--- config.mk ---
export PLATFORM = sky130hd
export DESIGN_NAME = phy_cell_end_flat
export DESIGN_NICKNAME = d
export VERILOG_FILES = /design/src/core/atm_cell_pkg.sv /design/src/core/atm_cell_if.sv /design/src/core/phy_cell_end.sv /design/src/flat_wrapper.sv
export VERILOG_INCLUDE_DIRS = /design/src /design/src/core
export SDC_FILE = /design/constraint.sdc
export NUM_CORES = 2
export LEC_CHECK = 0
export BUFFER_PORTS_ARGS = -buffer_cell sky130_fd_sc_hd__buf_4
export CAP_MARGIN = 0
export CORE_ASPECT_RATIO = 0.6
export CORE_MARGIN = 2
export CORE_UTILIZATION = 40
export CTS_CLUSTER_DIAMETER = 30
export DETAILED_ROUTE_END_ITERATION = 10
export GPL_TIMING_DRIVEN = 0
export PLACE_DENSITY = 0.55
export RECOVER_POWER = 50
export SYNTH_ARGS = -nofsm -noshare
export SYNTH_HDL_FRONTEND = slang
export SYNTH_SLANG_ARGS = --single-unit
--- constraint.sdc ---
create_clock -name core_clk -period 6.11 [get_ports core_clk]
set_input_delay 1.5275 -clock core_clk [delete_from_list [all_inputs] [get_ports core_clk]]
set_output_delay 1.5275 -clock core_clk [all_outputs]
set_load 0.05 [all_outputs]
--- src/core/atm_cell_params.svh ---
// Named constants shared by both ends of the cell bus
`ifndef ATM_CELL_PARAMS_SVH
`define ATM_CELL_PARAMS_SVH
`define CELL_BYTES       53
`define TX_FIFO_CELLS    3
`define RX_FIFO_CELLS    3
`define LAMP_CYCLES      8'hdf  // 223 reference cycles of lamp drive
`define LINK_HALF_PERIOD 8
`define MARKER_BYTE      8'h00
`endif

--- src/core/atm_cell_pkg.sv ---
// Types and helper functions for the cell bus ends
package atm_cell_pkg;
  typedef logic [7:0] byte_t;    // One cell-bus octet
  typedef logic [4:0] port_t;    // Port address on the bus
  typedef logic [5:0] idx_t;     // Byte index inside a cell
  // Inputs the device samples from outside its clock domain
  typedef struct packed {
    logic  lref;
    logic  treq;
    logic  rx_clk;
    logic  rx_en_n;
    port_t rx_addr;
    logic  tx_clk;
    logic  tx_en_n;
    logic  tx_soc;
    logic  tx_par;
    port_t tx_addr;
    byte_t tx_data;
  } link_in_t;
  // Device outputs as the host samples them
  typedef struct packed {
    logic  tx_clav;
    logic  rx_clav;
    logic  rx_soc;
    logic  rx_par;
    byte_t rx_data;
  } phy_out_t;
  // Receive store entry: good flag rides on the first byte
  typedef struct packed {
    logic  good;
    byte_t data;
  } rx_entry_t;
  // Host transmit sequencing
  typedef enum logic [1:0] {
    HT_IDLE = 2'b01,
    HT_CELL = 2'b10
  } host_tx_state_t;
  // Odd parity bit over one octet
  function automatic logic odd_par(input byte_t b);
    return ~(^b);
  endfunction : odd_par
endpackage : atm_cell_pkg

--- src/core/atm_cell_if.sv ---
// Cell bus between the physical-layer end and the ATM-layer end
interface atm_cell_if;
  import atm_cell_pkg::*;
  logic  tx_clk;         // Transmit clock, made by the ATM layer
  port_t tx_addr;        // Transmit port address
  byte_t tx_data;        // Transmit octet
  logic  tx_soc;         // Transmit start of cell
  logic  tx_en_n;        // Transmit enable, active low
  logic  tx_parity;      // Transmit odd parity
  logic  tx_clav;        // Transmit cell available, device drive value
  logic  tx_clav_oe_n;   // Low while the device drives it
  logic  tx_clav_line;   // Resolved level
  logic  rx_clk;         // Receive clock, made by the ATM layer
  port_t rx_addr;        // Receive port address
  logic  rx_en_n;        // Receive enable, active low
  byte_t rx_data;        // Receive octet
  logic  rx_soc;         // Receive start of cell
  logic  rx_parity;      // Receive odd parity
  logic  rx_clav;        // Receive cell available, device drive value
  logic  rx_clav_oe_n;   // Low while the device drives it
  logic  rx_clav_line;   // Resolved level
  // Undriven wire reads low, as with a weak pull-down
  assign tx_clav_line = tx_clav & ~tx_clav_oe_n;
  assign rx_clav_line = rx_clav & ~rx_clav_oe_n;
  modport phy (
    input  tx_clk, tx_addr, tx_data, tx_soc, tx_en_n, tx_parity,
    input  rx_clk, rx_addr, rx_en_n,
    output tx_clav, tx_clav_oe_n, rx_data, rx_soc, rx_parity, rx_clav, rx_clav_oe_n
  );
  modport atm (
    output tx_clk, tx_addr, tx_data, tx_soc, tx_en_n, tx_parity,
    output rx_clk, rx_addr, rx_en_n,
    input  tx_clav_line, rx_clav_line, rx_data, rx_soc, rx_parity
  );
endinterface : atm_cell_if

--- src/core/phy_cell_end.sv ---
// Physical-layer end: cell stores, cell bus slave, lamps, marker and interrupt pins
`include "atm_cell_params.svh"
module phy_cell_end #(
  parameter int TX_CELLS = `TX_FIFO_CELLS,
  parameter int RX_CELLS = `RX_FIFO_CELLS
) (
  // Clock and reset
  input  wire logic                  core_clk,
  input  wire logic                  rstn,
  // Cell bus toward the ATM layer
  atm_cell_if.phy                    link,
  // Configuration
  input  wire atm_cell_pkg::port_t   port_addr,
  input  wire logic [1:0]            irq_mask,
  input  wire logic                  status_read,
  input  wire logic [7:0]            marker_len,
  output logic      [1:0]            irq_status,
  // Open-drain interrupt
  output logic                       irq_o,
  output logic                       irq_oe_n,
  // Line side, transmit
  output atm_cell_pkg::byte_t        tx_line_data,
  output logic                       tx_line_soc,
  output logic                       tx_line_marker,
  output logic                       tx_line_valid,
  input  wire logic                  tx_line_ready,
  // Line side, receive
  input  wire atm_cell_pkg::byte_t   rx_line_data,
  input  wire logic                  rx_line_soc,
  input  wire logic                  rx_line_valid,
  input  wire logic                  rx_line_good,
  input  wire logic                  rx_line_marker,
  // Utility pins
  input  wire logic                  line_reference_clock,
  input  wire logic                  tx_timing_marker_request,
  output logic                       rx_activity_lamp,
  output logic                       tx_activity_lamp,
  output logic                       rx_timing_marker_pulse_n
);
  import atm_cell_pkg::*;

  localparam int TX_CAP = TX_CELLS * `CELL_BYTES;
  localparam int RX_CAP = RX_CELLS * `CELL_BYTES;
  localparam int TAW    = $clog2(TX_CAP);
  localparam int RAW    = $clog2(RX_CAP);
  localparam int CW     = $clog2(RX_CELLS + TX_CELLS + 1);
  localparam idx_t LAST = idx_t'(`CELL_BYTES - 1);

  // Stores must hold at least one whole cell
  if (TX_CELLS < 1 || RX_CELLS < 1) begin : g_bad_depth
    $error("cell store depth must be at least one cell");
  end

  // Pointer advance with wrap at store capacity
  function automatic logic [TAW-1:0] tx_next(input logic [TAW-1:0] p);
    return (p == TAW'(TX_CAP - 1)) ? '0 : p + 1'b1;
  endfunction : tx_next
  function automatic logic [RAW-1:0] rx_next(input logic [RAW-1:0] p);
    return (p == RAW'(RX_CAP - 1)) ? '0 : p + 1'b1;
  endfunction : rx_next

  // Synchroniser stages and edge history
  link_in_t raw, s1_q, s2_q, s3_q;
  assign raw = '{lref: line_reference_clock, treq: tx_timing_marker_request,
                 rx_clk: link.rx_clk, rx_en_n: link.rx_en_n, rx_addr: link.rx_addr,
                 tx_clk: link.tx_clk, tx_en_n: link.tx_en_n, tx_soc: link.tx_soc,
                 tx_par: link.tx_parity, tx_addr: link.tx_addr, tx_data: link.tx_data};
  // Two flops before any logic, third only for edge finding
  always_ff @(posedge core_clk) begin
    if (!rstn) begin
      s1_q <= '0;
      s2_q <= '0;
      s3_q <= '0;
    end else begin
      s1_q <= raw;
      s2_q <= s1_q;
      s3_q <= s2_q;
    end
  end
  logic tx_rise, rx_rise, lref_rise, treq_fall, tx_sel, rx_sel;
  assign tx_rise   = s2_q.tx_clk & ~s3_q.tx_clk;
  assign rx_rise   = s2_q.rx_clk & ~s3_q.rx_clk;
  assign lref_rise = s2_q.lref & ~s3_q.lref;
  assign treq_fall = ~s2_q.treq & s3_q.treq;
  assign tx_sel    = (s2_q.tx_addr == port_addr);
  assign rx_sel    = (s2_q.rx_addr == port_addr);

  // Transmit store and its state
  byte_t           tx_mem [TX_CAP];      // Cell bytes awaiting the line
  logic [TAW-1:0]  tx_wp_q, tx_wp_d, tx_start_q, tx_start_d, tx_rp_q, tx_rp_d, tx_wa;
  idx_t            tx_widx_q, tx_widx_d, tx_ridx_q, tx_ridx_d;
  logic            tx_in_q, tx_in_d, tx_we, perr_ev, tx_soc_ev;
  logic [CW-1:0]   tx_full_q, tx_full_d;  // Complete cells not yet drained
  logic            mark_pend_q, mark_pend_d, tx_clav_q, tx_clav_d;
  byte_t           tl_data_q, tl_data_d;
  logic            tl_soc_q, tl_soc_d, tl_mark_q, tl_mark_d, tl_val_q, tl_val_d;
  logic            done, fin;

  // Transmit capture from the bus and drain toward the line
  always_comb begin
    tx_wp_d = tx_wp_q;
    tx_start_d = tx_start_q;
    tx_widx_d = tx_widx_q;
    tx_in_d = tx_in_q;
    tx_wa = tx_wp_q;
    tx_we = 1'b0;
    perr_ev = 1'b0;
    tx_soc_ev = 1'b0;
    done = 1'b0;
    fin = 1'b0;
    tx_rp_d = tx_rp_q;
    tx_ridx_d = tx_ridx_q;
    mark_pend_d = mark_pend_q | treq_fall;
    tl_data_d = tl_data_q;
    tl_soc_d = tl_soc_q;
    tl_mark_d = tl_mark_q;
    tl_val_d = tl_val_q;
    if (tx_rise && !s2_q.tx_en_n && tx_sel) begin
      perr_ev = (odd_par(s2_q.tx_data) != s2_q.tx_par);
      if (s2_q.tx_soc && (tx_in_q || tx_clav_q)) begin
        // A start mid-cell abandons the partial cell
        tx_wa = tx_in_q ? tx_start_q : tx_wp_q;
        tx_start_d = tx_wa;
        tx_wp_d = tx_next(tx_wa);
        tx_we = 1'b1;
        tx_in_d = 1'b1;
        tx_widx_d = idx_t'(1);
        tx_soc_ev = 1'b1;
      end else if (tx_in_q && !s2_q.tx_soc) begin
        tx_we = 1'b1;
        tx_wp_d = tx_next(tx_wp_q);
        tx_widx_d = tx_widx_q + 1'b1;
        if (tx_widx_q == LAST) begin
          tx_in_d = 1'b0;
          done = 1'b1;
        end
      end
    end
    if (!tl_val_q || tx_line_ready) begin
      tl_val_d = 1'b0;
      tl_soc_d = 1'b0;
      tl_mark_d = 1'b0;
      if (mark_pend_q) begin
        tl_val_d = 1'b1;
        tl_mark_d = 1'b1;
        tl_data_d = `MARKER_BYTE;
        mark_pend_d = treq_fall;
      end else if (tx_full_q != '0) begin
        tl_val_d = 1'b1;
        tl_data_d = tx_mem[tx_rp_q];
        tl_soc_d = (tx_ridx_q == '0);
        tx_rp_d = tx_next(tx_rp_q);
        tx_ridx_d = (tx_ridx_q == LAST) ? '0 : tx_ridx_q + 1'b1;
        fin = (tx_ridx_q == LAST);
      end
    end
    tx_full_d = tx_full_q + CW'(done) - CW'(fin);
    // Room for a whole cell beyond those held and in progress
    tx_clav_d = (tx_full_d + CW'(tx_in_d)) < CW'(TX_CELLS);
  end
  always_ff @(posedge core_clk) begin
    if (tx_we) begin
      tx_mem[tx_wa] <= s2_q.tx_data;
    end
  end
  always_ff @(posedge core_clk) begin
    if (!rstn) begin
      tx_wp_q <= '0;
      tx_start_q <= '0;
      tx_rp_q <= '0;
      tx_widx_q <= '0;
      tx_ridx_q <= '0;
      tx_in_q <= 1'b0;
      tx_full_q <= '0;
      mark_pend_q <= 1'b0;
      tx_clav_q <= 1'b0;
      tl_data_q <= '0;
      tl_soc_q <= 1'b0;
      tl_mark_q <= 1'b0;
      tl_val_q <= 1'b0;
    end else begin
      tx_wp_q <= tx_wp_d;
      tx_start_q <= tx_start_d;
      tx_rp_q <= tx_rp_d;
      tx_widx_q <= tx_widx_d;
      tx_ridx_q <= tx_ridx_d;
      tx_in_q <= tx_in_d;
      tx_full_q <= tx_full_d;
      mark_pend_q <= mark_pend_d;
      tx_clav_q <= tx_clav_d;
      tl_data_q <= tl_data_d;
      tl_soc_q <= tl_soc_d;
      tl_mark_q <= tl_mark_d;
      tl_val_q <= tl_val_d;
    end
  end

  // Receive store and its state
  rx_entry_t       rx_mem [RX_CAP];      // Line cells awaiting the ATM layer
  logic [RAW-1:0]  rw_wp_q, rw_wp_d, rw_start_q, rw_start_d, rd_rp_q, rd_rp_d, rw_wa;
  idx_t            rw_idx_q, rw_idx_d, rd_idx_q, rd_idx_d;
  logic            rw_in_q, rw_in_d, rd_in_q, rd_in_d, rx_we, rw_done, rd_soc, rx_good_ev;
  logic [CW-1:0]   rx_full_q, rx_full_d;  // Complete cells not yet started
  rx_entry_t       rd_ent;
  byte_t           ro_data_q, ro_data_d;
  logic            ro_soc_q, ro_soc_d, ro_par_q, ro_par_d, rx_clav_q;

  // Receive fill from the line and read-out onto the bus
  always_comb begin
    rw_wp_d = rw_wp_q;
    rw_start_d = rw_start_q;
    rw_idx_d = rw_idx_q;
    rw_in_d = rw_in_q;
    rw_wa = rw_wp_q;
    rx_we = 1'b0;
    rw_done = 1'b0;
    rd_soc = 1'b0;
    rx_good_ev = 1'b0;
    rd_rp_d = rd_rp_q;
    rd_idx_d = rd_idx_q;
    rd_in_d = rd_in_q;
    rd_ent = rx_mem[rd_rp_q];
    ro_data_d = ro_data_q;
    ro_soc_d = ro_soc_q;
    ro_par_d = ro_par_q;
    if (rx_line_valid && rx_line_soc) begin
      // A cell with no room is dropped whole
      rw_in_d = (rx_full_q + CW'(rd_in_q)) < CW'(RX_CELLS);
      rw_wa = rw_in_q ? rw_start_q : rw_wp_q;
      rx_we = rw_in_d;
      if (rw_in_d) begin
        rw_start_d = rw_wa;
        rw_wp_d = rx_next(rw_wa);
        rw_idx_d = idx_t'(1);
      end
    end else if (rx_line_valid && rw_in_q) begin
      rx_we = 1'b1;
      rw_wp_d = rx_next(rw_wp_q);
      rw_idx_d = rw_idx_q + 1'b1;
      if (rw_idx_q == LAST) begin
        rw_in_d = 1'b0;
        rw_done = 1'b1;
      end
    end
    if (rx_rise && !s2_q.rx_en_n && rx_sel && (rd_in_q || rx_full_q != '0)) begin
      ro_data_d = rd_ent.data;
      ro_soc_d = (rd_idx_q == '0);
      ro_par_d = odd_par(rd_ent.data);
      rd_rp_d = rx_next(rd_rp_q);
      rd_soc = (rd_idx_q == '0);
      rx_good_ev = rd_soc && rd_ent.good;
      rd_in_d = (rd_idx_q != LAST);
      rd_idx_d = (rd_idx_q == LAST) ? '0 : rd_idx_q + 1'b1;
    end
    rx_full_d = rx_full_q + CW'(rw_done) - CW'(rd_soc);
  end
  always_ff @(posedge core_clk) begin
    if (rx_we) begin
      rx_mem[rw_wa] <= '{good: rx_line_soc & rx_line_good, data: rx_line_data};
    end
  end
  always_ff @(posedge core_clk) begin
    if (!rstn) begin
      rw_wp_q <= '0;
      rw_start_q <= '0;
      rw_idx_q <= '0;
      rw_in_q <= 1'b0;
      rd_rp_q <= '0;
      rd_idx_q <= '0;
      rd_in_q <= 1'b0;
      rx_full_q <= '0;
      ro_data_q <= '0;
      ro_soc_q <= 1'b0;
      ro_par_q <= 1'b1;
      rx_clav_q <= 1'b0;
    end else begin
      rw_wp_q <= rw_wp_d;
      rw_start_q <= rw_start_d;
      rw_idx_q <= rw_idx_d;
      rw_in_q <= rw_in_d;
      rd_rp_q <= rd_rp_d;
      rd_idx_q <= rd_idx_d;
      rd_in_q <= rd_in_d;
      rx_full_q <= rx_full_d;
      ro_data_q <= ro_data_d;
      ro_soc_q <= ro_soc_d;
      ro_par_q <= ro_par_d;
      rx_clav_q <= (rx_full_d != '0);
    end
  end

  // Lamps, marker pulse and interrupt state
  logic [7:0] rl_cnt_q, rl_cnt_d, tl_cnt_q, tl_cnt_d, mk_cnt_q, mk_cnt_d;
  logic [1:0] irq_q, irq_d;
  logic       rl_q, tl_q, mk_n_q, irq_oe_n_q;
  always_comb begin
    // Lamp counts step on reference edges, not the core clock
    rl_cnt_d = rx_good_ev ? `LAMP_CYCLES :
               (lref_rise && rl_cnt_q != '0) ? rl_cnt_q - 1'b1 : rl_cnt_q;
    tl_cnt_d = tx_soc_ev ? `LAMP_CYCLES :
               (lref_rise && tl_cnt_q != '0) ? tl_cnt_q - 1'b1 : tl_cnt_q;
    mk_cnt_d = rx_line_marker ? marker_len :
               (mk_cnt_q != '0) ? mk_cnt_q - 1'b1 : mk_cnt_q;
    // Set beats the clear from a read in the same cycle
    irq_d = (irq_q & ~{2{status_read}}) | {rx_line_marker, perr_ev};
  end
  always_ff @(posedge core_clk) begin
    if (!rstn) begin
      rl_cnt_q <= '0;
      tl_cnt_q <= '0;
      mk_cnt_q <= '0;
      irq_q <= '0;
      rl_q <= 1'b1;
      tl_q <= 1'b1;
      mk_n_q <= 1'b1;
      irq_oe_n_q <= 1'b1;
    end else begin
      rl_cnt_q <= rl_cnt_d;
      tl_cnt_q <= tl_cnt_d;
      mk_cnt_q <= mk_cnt_d;
      irq_q <= irq_d;
      rl_q <= (rl_cnt_d == '0);
      tl_q <= (tl_cnt_d == '0);
      mk_n_q <= (mk_cnt_d == '0);
      irq_oe_n_q <= ~(|(irq_d & irq_mask));
    end
  end

  // Output drive
  assign link.tx_clav      = tx_clav_q;
  assign link.tx_clav_oe_n = ~tx_sel;
  assign link.rx_clav      = rx_clav_q;
  assign link.rx_clav_oe_n = ~rx_sel;
  assign link.rx_data      = ro_data_q;
  assign link.rx_soc       = ro_soc_q;
  assign link.rx_parity    = ro_par_q;
  assign tx_line_data      = tl_data_q;
  assign tx_line_soc       = tl_soc_q;
  assign tx_line_marker    = tl_mark_q;
  assign tx_line_valid     = tl_val_q;
  assign irq_status        = irq_q;
  assign irq_o             = 1'b0;
  assign irq_oe_n          = irq_oe_n_q;
  assign rx_activity_lamp  = rl_q;
  assign tx_activity_lamp  = tl_q;
  assign rx_timing_marker_pulse_n = mk_n_q;
endmodule : phy_cell_end

--- src/flat_wrapper.sv ---
// flat-port wrapper written by rule: the top's interface ports become plain ports
module phy_cell_end_flat import atm_cell_pkg::*;
#(
  parameter int TX_CELLS = `TX_FIFO_CELLS,
  parameter int RX_CELLS = `RX_FIFO_CELLS
)
  (core_clk, rstn, port_addr, irq_mask, status_read, marker_len, irq_status, irq_o, irq_oe_n, tx_line_data, tx_line_soc, tx_line_marker, tx_line_valid, tx_line_ready, rx_line_data, rx_line_soc, rx_line_valid, rx_line_good, rx_line_marker, line_reference_clock, tx_timing_marker_request, rx_activity_lamp, tx_activity_lamp, rx_timing_marker_pulse_n, link_tx_clk, link_tx_addr, link_tx_data, link_tx_soc, link_tx_en_n, link_tx_parity, link_rx_clk, link_rx_addr, link_rx_en_n, link_tx_clav, link_tx_clav_oe_n, link_rx_data, link_rx_soc, link_rx_parity, link_rx_clav, link_rx_clav_oe_n);
  atm_cell_if link_i ();
  input  wire logic core_clk;
  input  wire logic rstn;
  input  wire atm_cell_pkg::port_t port_addr;
  input  wire logic [1:0] irq_mask;
  input  wire logic status_read;
  input  wire logic [7:0] marker_len;
  output logic      [1:0] irq_status;
  output logic irq_o;
  output logic irq_oe_n;
  output atm_cell_pkg::byte_t tx_line_data;
  output logic tx_line_soc;
  output logic tx_line_marker;
  output logic tx_line_valid;
  input  wire logic tx_line_ready;
  input  wire atm_cell_pkg::byte_t rx_line_data;
  input  wire logic rx_line_soc;
  input  wire logic rx_line_valid;
  input  wire logic rx_line_good;
  input  wire logic rx_line_marker;
  input  wire logic line_reference_clock;
  input  wire logic tx_timing_marker_request;
  output logic rx_activity_lamp;
  output logic tx_activity_lamp;
  output logic rx_timing_marker_pulse_n;
  input wire logic [$bits(link_i.tx_clk)-1:0] link_tx_clk;
  input wire logic [$bits(link_i.tx_addr)-1:0] link_tx_addr;
  input wire logic [$bits(link_i.tx_data)-1:0] link_tx_data;
  input wire logic [$bits(link_i.tx_soc)-1:0] link_tx_soc;
  input wire logic [$bits(link_i.tx_en_n)-1:0] link_tx_en_n;
  input wire logic [$bits(link_i.tx_parity)-1:0] link_tx_parity;
  input wire logic [$bits(link_i.rx_clk)-1:0] link_rx_clk;
  input wire logic [$bits(link_i.rx_addr)-1:0] link_rx_addr;
  input wire logic [$bits(link_i.rx_en_n)-1:0] link_rx_en_n;
  output wire logic [$bits(link_i.tx_clav)-1:0] link_tx_clav;
  output wire logic [$bits(link_i.tx_clav_oe_n)-1:0] link_tx_clav_oe_n;
  output wire logic [$bits(link_i.rx_data)-1:0] link_rx_data;
  output wire logic [$bits(link_i.rx_soc)-1:0] link_rx_soc;
  output wire logic [$bits(link_i.rx_parity)-1:0] link_rx_parity;
  output wire logic [$bits(link_i.rx_clav)-1:0] link_rx_clav;
  output wire logic [$bits(link_i.rx_clav_oe_n)-1:0] link_rx_clav_oe_n;
  assign link_i.tx_clk = link_tx_clk;
  assign link_i.tx_addr = link_tx_addr;
  assign link_i.tx_data = link_tx_data;
  assign link_i.tx_soc = link_tx_soc;
  assign link_i.tx_en_n = link_tx_en_n;
  assign link_i.tx_parity = link_tx_parity;
  assign link_i.rx_clk = link_rx_clk;
  assign link_i.rx_addr = link_rx_addr;
  assign link_i.rx_en_n = link_rx_en_n;
  assign link_tx_clav = link_i.tx_clav;
  assign link_tx_clav_oe_n = link_i.tx_clav_oe_n;
  assign link_rx_data = link_i.rx_data;
  assign link_rx_soc = link_i.rx_soc;
  assign link_rx_parity = link_i.rx_parity;
  assign link_rx_clav = link_i.rx_clav;
  assign link_rx_clav_oe_n = link_i.rx_clav_oe_n;
  phy_cell_end #(.TX_CELLS(TX_CELLS), .RX_CELLS(RX_CELLS)) u_core (.core_clk(core_clk), .rstn(rstn), .link(link_i), .port_addr(port_addr), .irq_mask(irq_mask), .status_read(status_read), .marker_len(marker_len), .irq_status(irq_status), .irq_o(irq_o), .irq_oe_n(irq_oe_n), .tx_line_data(tx_line_data), .tx_line_soc(tx_line_soc), .tx_line_marker(tx_line_marker), .tx_line_valid(tx_line_valid), .tx_line_ready(tx_line_ready), .rx_line_data(rx_line_data), .rx_line_soc(rx_line_soc), .rx_line_valid(rx_line_valid), .rx_line_good(rx_line_good), .rx_line_marker(rx_line_marker), .line_reference_clock(line_reference_clock), .tx_timing_marker_request(tx_timing_marker_request), .rx_activity_lamp(rx_activity_lamp), .tx_activity_lamp(tx_activity_lamp), .rx_timing_marker_pulse_n(rx_timing_marker_pulse_n));
endmodule
==> impl_metrics.csv <==
group,metric,value,unit
routing,first_iter_violations,10800,
clocking,cts_htree_levels,5,
sta,finalClockSkew,0.0762,ns
synthesis,synth_largest_area_cell,"edfxtp_1",
placed_design,hpwl,250000,µm
sta,whs,0.433,ns
critical_path,startpoint_type,"flop",
global_route,overflow,0,
synthesis,syn_area_per_cell,20.4,µm²
sta,tightest_slew,3.72,ns
critical_path,criticalPathCategory,"reg2reg",
clocking,clkTransAtPathRegs,0.05,ns
sta,setup_slack,-0.238,ns
synthesis,ys_ff_latch,2910,
power_and_ir_drop,power.density,358,nW/µm²
critical_path,timing.rr.end,"u_core.link.rx_parity",
layout,regArea,85300,µm²
clocking,cts_tree,"yes",
outcome,violations,"max-capacitance violations, max-slew violations, negative setup slack",
routing,drt_wl_total,368000,µm
synthesis,synth_ff_type,"edfxtp_1",
critical_path,r2r_slack,-0.24,ns
floorplanning,fp.dieW,693,µm
min_path,worstHoldPathType,"reg2reg",
layout,syn_to_final_growth,18.4,%
sta,drv_slew,2465,
floorplanning,io_pins,89,
min_path,holdCritStartpoint,"u_core.s1_q[20]",
placed_design,gp_congestion,1.01,
clocking,clk_latency,0.93,ns
sta,slew-limit-headroom,-148,%
clocking,max-clock-path-buffers,4,
sta,period_share,104,%
routing,post_drt_wl_per_cell,35.9,µm
layout,instances_no_fill,10300,
clocking,cts_sinks,2910,
sta,rsz0062_at_grt,"false",
layout,nets,6227,
synthesis,synth_xor_area_share,0.686,%
critical_path,crit_fanout,10,
layout,layout_common_cells,"edfxtp_1, mux4_2, clkbuf_16, nor2_1, clkbuf_1",
placed_design,port_buffers,87,
floorplanning,start_util,40.3,%
synthesis,synth.area.mux_share,16.8,%
clocking,cts_root_buffer,"clkbuf_16",
routing,dr.pass1.iters,6,
synthesis,synth.cell_area,114000,µm²
synthesis,synth_fa_ha_area_share,0.409,%
synthesis,synthArstFlopShare,0,%
critical_path,worstPathRequired,6.91,ns
flow_run,drv_cap,42,
clocking,cts_setup_buffers,0,
routing,drc,0,
layout,fill_cells,23200,
clocking,cts_buffers,449,
synthesis,synth-warning-count,0,
power_and_ir_drop,peakVddDrop,0.300,mV
synthesis,synth_edf_count,2703,
routing,vias,62700,
layout,final_common_cell,"edfxtp_1",
critical_path,arrival,7.14,ns
routing,avgViaCountPerCell,6.12,
floorplanning,rows,151,
synthesis,syn_inst,5570,
floorplanning,die_y,417,µm
layout,multi_input_area,27000,µm²
min_path,holdPathEnd,"u_core.s2_q[20]",
sta,min_period,6.35,ns
routing,detail-route-antenna-nets,0,
critical_path,r2r_cells,13,
power_and_ir_drop,p_leak,39.3,nW
placed_design,dpl.cell_count,9440,
floorplanning,core-area,283000,µm²
synthesis,yosys.area_share.simple,3.66,%
min_path,hold_depth,1,
global_route,grt_pass1_vias,59000,
sta,hold_viol_final,0,
sta,fmaxAchievable,158,MHz
synthesis,synth_top_family_by_area,"multiplexers",
synthesis,yosysSeqAreaShare,75.0,%
power_and_ir_drop,p_total,48.2,mW
critical_path,cp-end-kind,"flop",
outcome,outcome,"finished with violations",
global_route,grt_pass1_wl,498000,µm
synthesis,synth.distinct_cells,72,
synthesis,synth_area_leaders,"edfxtp_1, mux4_2, dfxtp_1",
global_route,grt.total_usage,25.1,%
layout,drive_gt1_share,27.3,%
synthesis,synth_fp_nets,5663,
synthesis,synthDominantCellAreaShare,71.3,%
floorplanning,dieArea,289000,µm²
global_route,grt_max_degree,118,
sta,finalSetupViolCount,1,
synthesis,synth_compound_gate_area_share,2.01,%
global_route,antenna_found_initial,27,
placed_design,dp_slack,-1.25,ns
==> routing by layer <==
metal | part of all wire, % | track usage (%) | vias to the layer above
met4 | 2.1 | 5.38 | 8
met2 | 38 | 30.9 | 4251
met5 | 0.065 | 0 | -
met1 | 45 | 40.2 | 33700
li1 | - | - | 24200
met3 | 15 | 10.7 | 538
==> metrics by stage <==
step                cell area [µm²]  setup TNS, ns  util (%)
floorplan                    114000              0         -
global placement             119000       -1926.65      42.1
detailed placement           120000       -1397.84      42.5
CTS                          135000              0      47.9
global route                 135000              0      47.7
finish                       135000         -0.238      47.7
==> area by class of cell <==
type                            instances  share of cell area [%]
Multi-Input combinational cell       2306                    20.0
Timing Repair Buffer                  123                   0.614
Buffer                                300                    1.09
Antenna cell                            6                  0.0111
Clock buffer                          521                    8.77
Inverter                               44                   0.124
Sequential cell                      2910                    63.3
Clock inverter                        301                    2.53
Tap cell                             3748                    3.48
==> Yosys cell counts, types with 27 or more instances <==
library cell,number
buf_1,47
nor2_1,445
xnor2_1,38
nor3_1,41
edfxtp_1,2703
xor2_1,46
and2_1,73
buf_4,33
a21oi_1,60
dfxtp_1,207
nand2_1,172
nand3_1,39
mux4_2,790
inv_1,41
clkbuf_1,176
buf_2,37
a211oi_1,27
ha_1,34
o21ai_0,75
mux2i_1,117
==> report_power, final <==
part	switching, mW	internal (mW)
sequential	0.0527	21.8
clock	9.53	16.2
combinational	0.469	0.123
total	10.1	38.2
==> worst max-delay path, cell delays in order (launching register included) <==
cell and delay (ns):
dfxtp_1 0.32, buf_2 0.41, buf_4 0.30, buf_2 0.67, buf_2 0.70, clkbuf_2 0.81
a21oi_1 0.08, o21ai_0 0.56, a31oi_2 0.48, a221oi_2 0.83, xnor3_1 0.33, xnor3_1 0.20
xnor2_1 0.14, a211o_1 0.30
==> repair_timing <==
item,4_1_cts,5_1_grt
hold buffers,0,0
endpoints found under the setup margin,448,692
gates resized for setup,12,18
==> kinds of logic (layout without fill, tap and decap cells) <==
kind of cell             count (synthesis)  in the layout
buffers and inverters                  354           1289
AO/OA/AOI/OAI                          341            341
multiplexers                           922            922
XOR/XNOR                                86             86
other                                    1              7
adder cells (fa/ha/maj)                 36             36
flip-flops                            2910           2910
AND/OR/NAND/NOR                        920            920
==> worst max-delay path by stage <==
stage	slack, ns	from	to	cells past startpoint
final	-0.24	flop	u_core.link.rx_parity	13
after global routing	0.008	port_addr[0]	u_core.tx_mem[123][4]	12
after CTS	0.03	flop	u_core.link.rx_parity	13
after detailed placement	-1.25	port_addr[0]	u_core.tx_mem[151][6]	12
after global placement	-1.72	port_addr[0]	u_core.tx_mem[154][7]	11
after floorplan	0.87	port_addr[0]	u_core.tx_mem[0][0]	11
==> registers in the layout (all words and copies together), names as in the netlist, 26 cells and up, named ones only <==
name / count
u_core.rx_mem: 1431
u_core.tx_mem: 1272
u_core.s1_q: 26
u_core.s2_q: 26
Power figures use the tool's default switching activity.
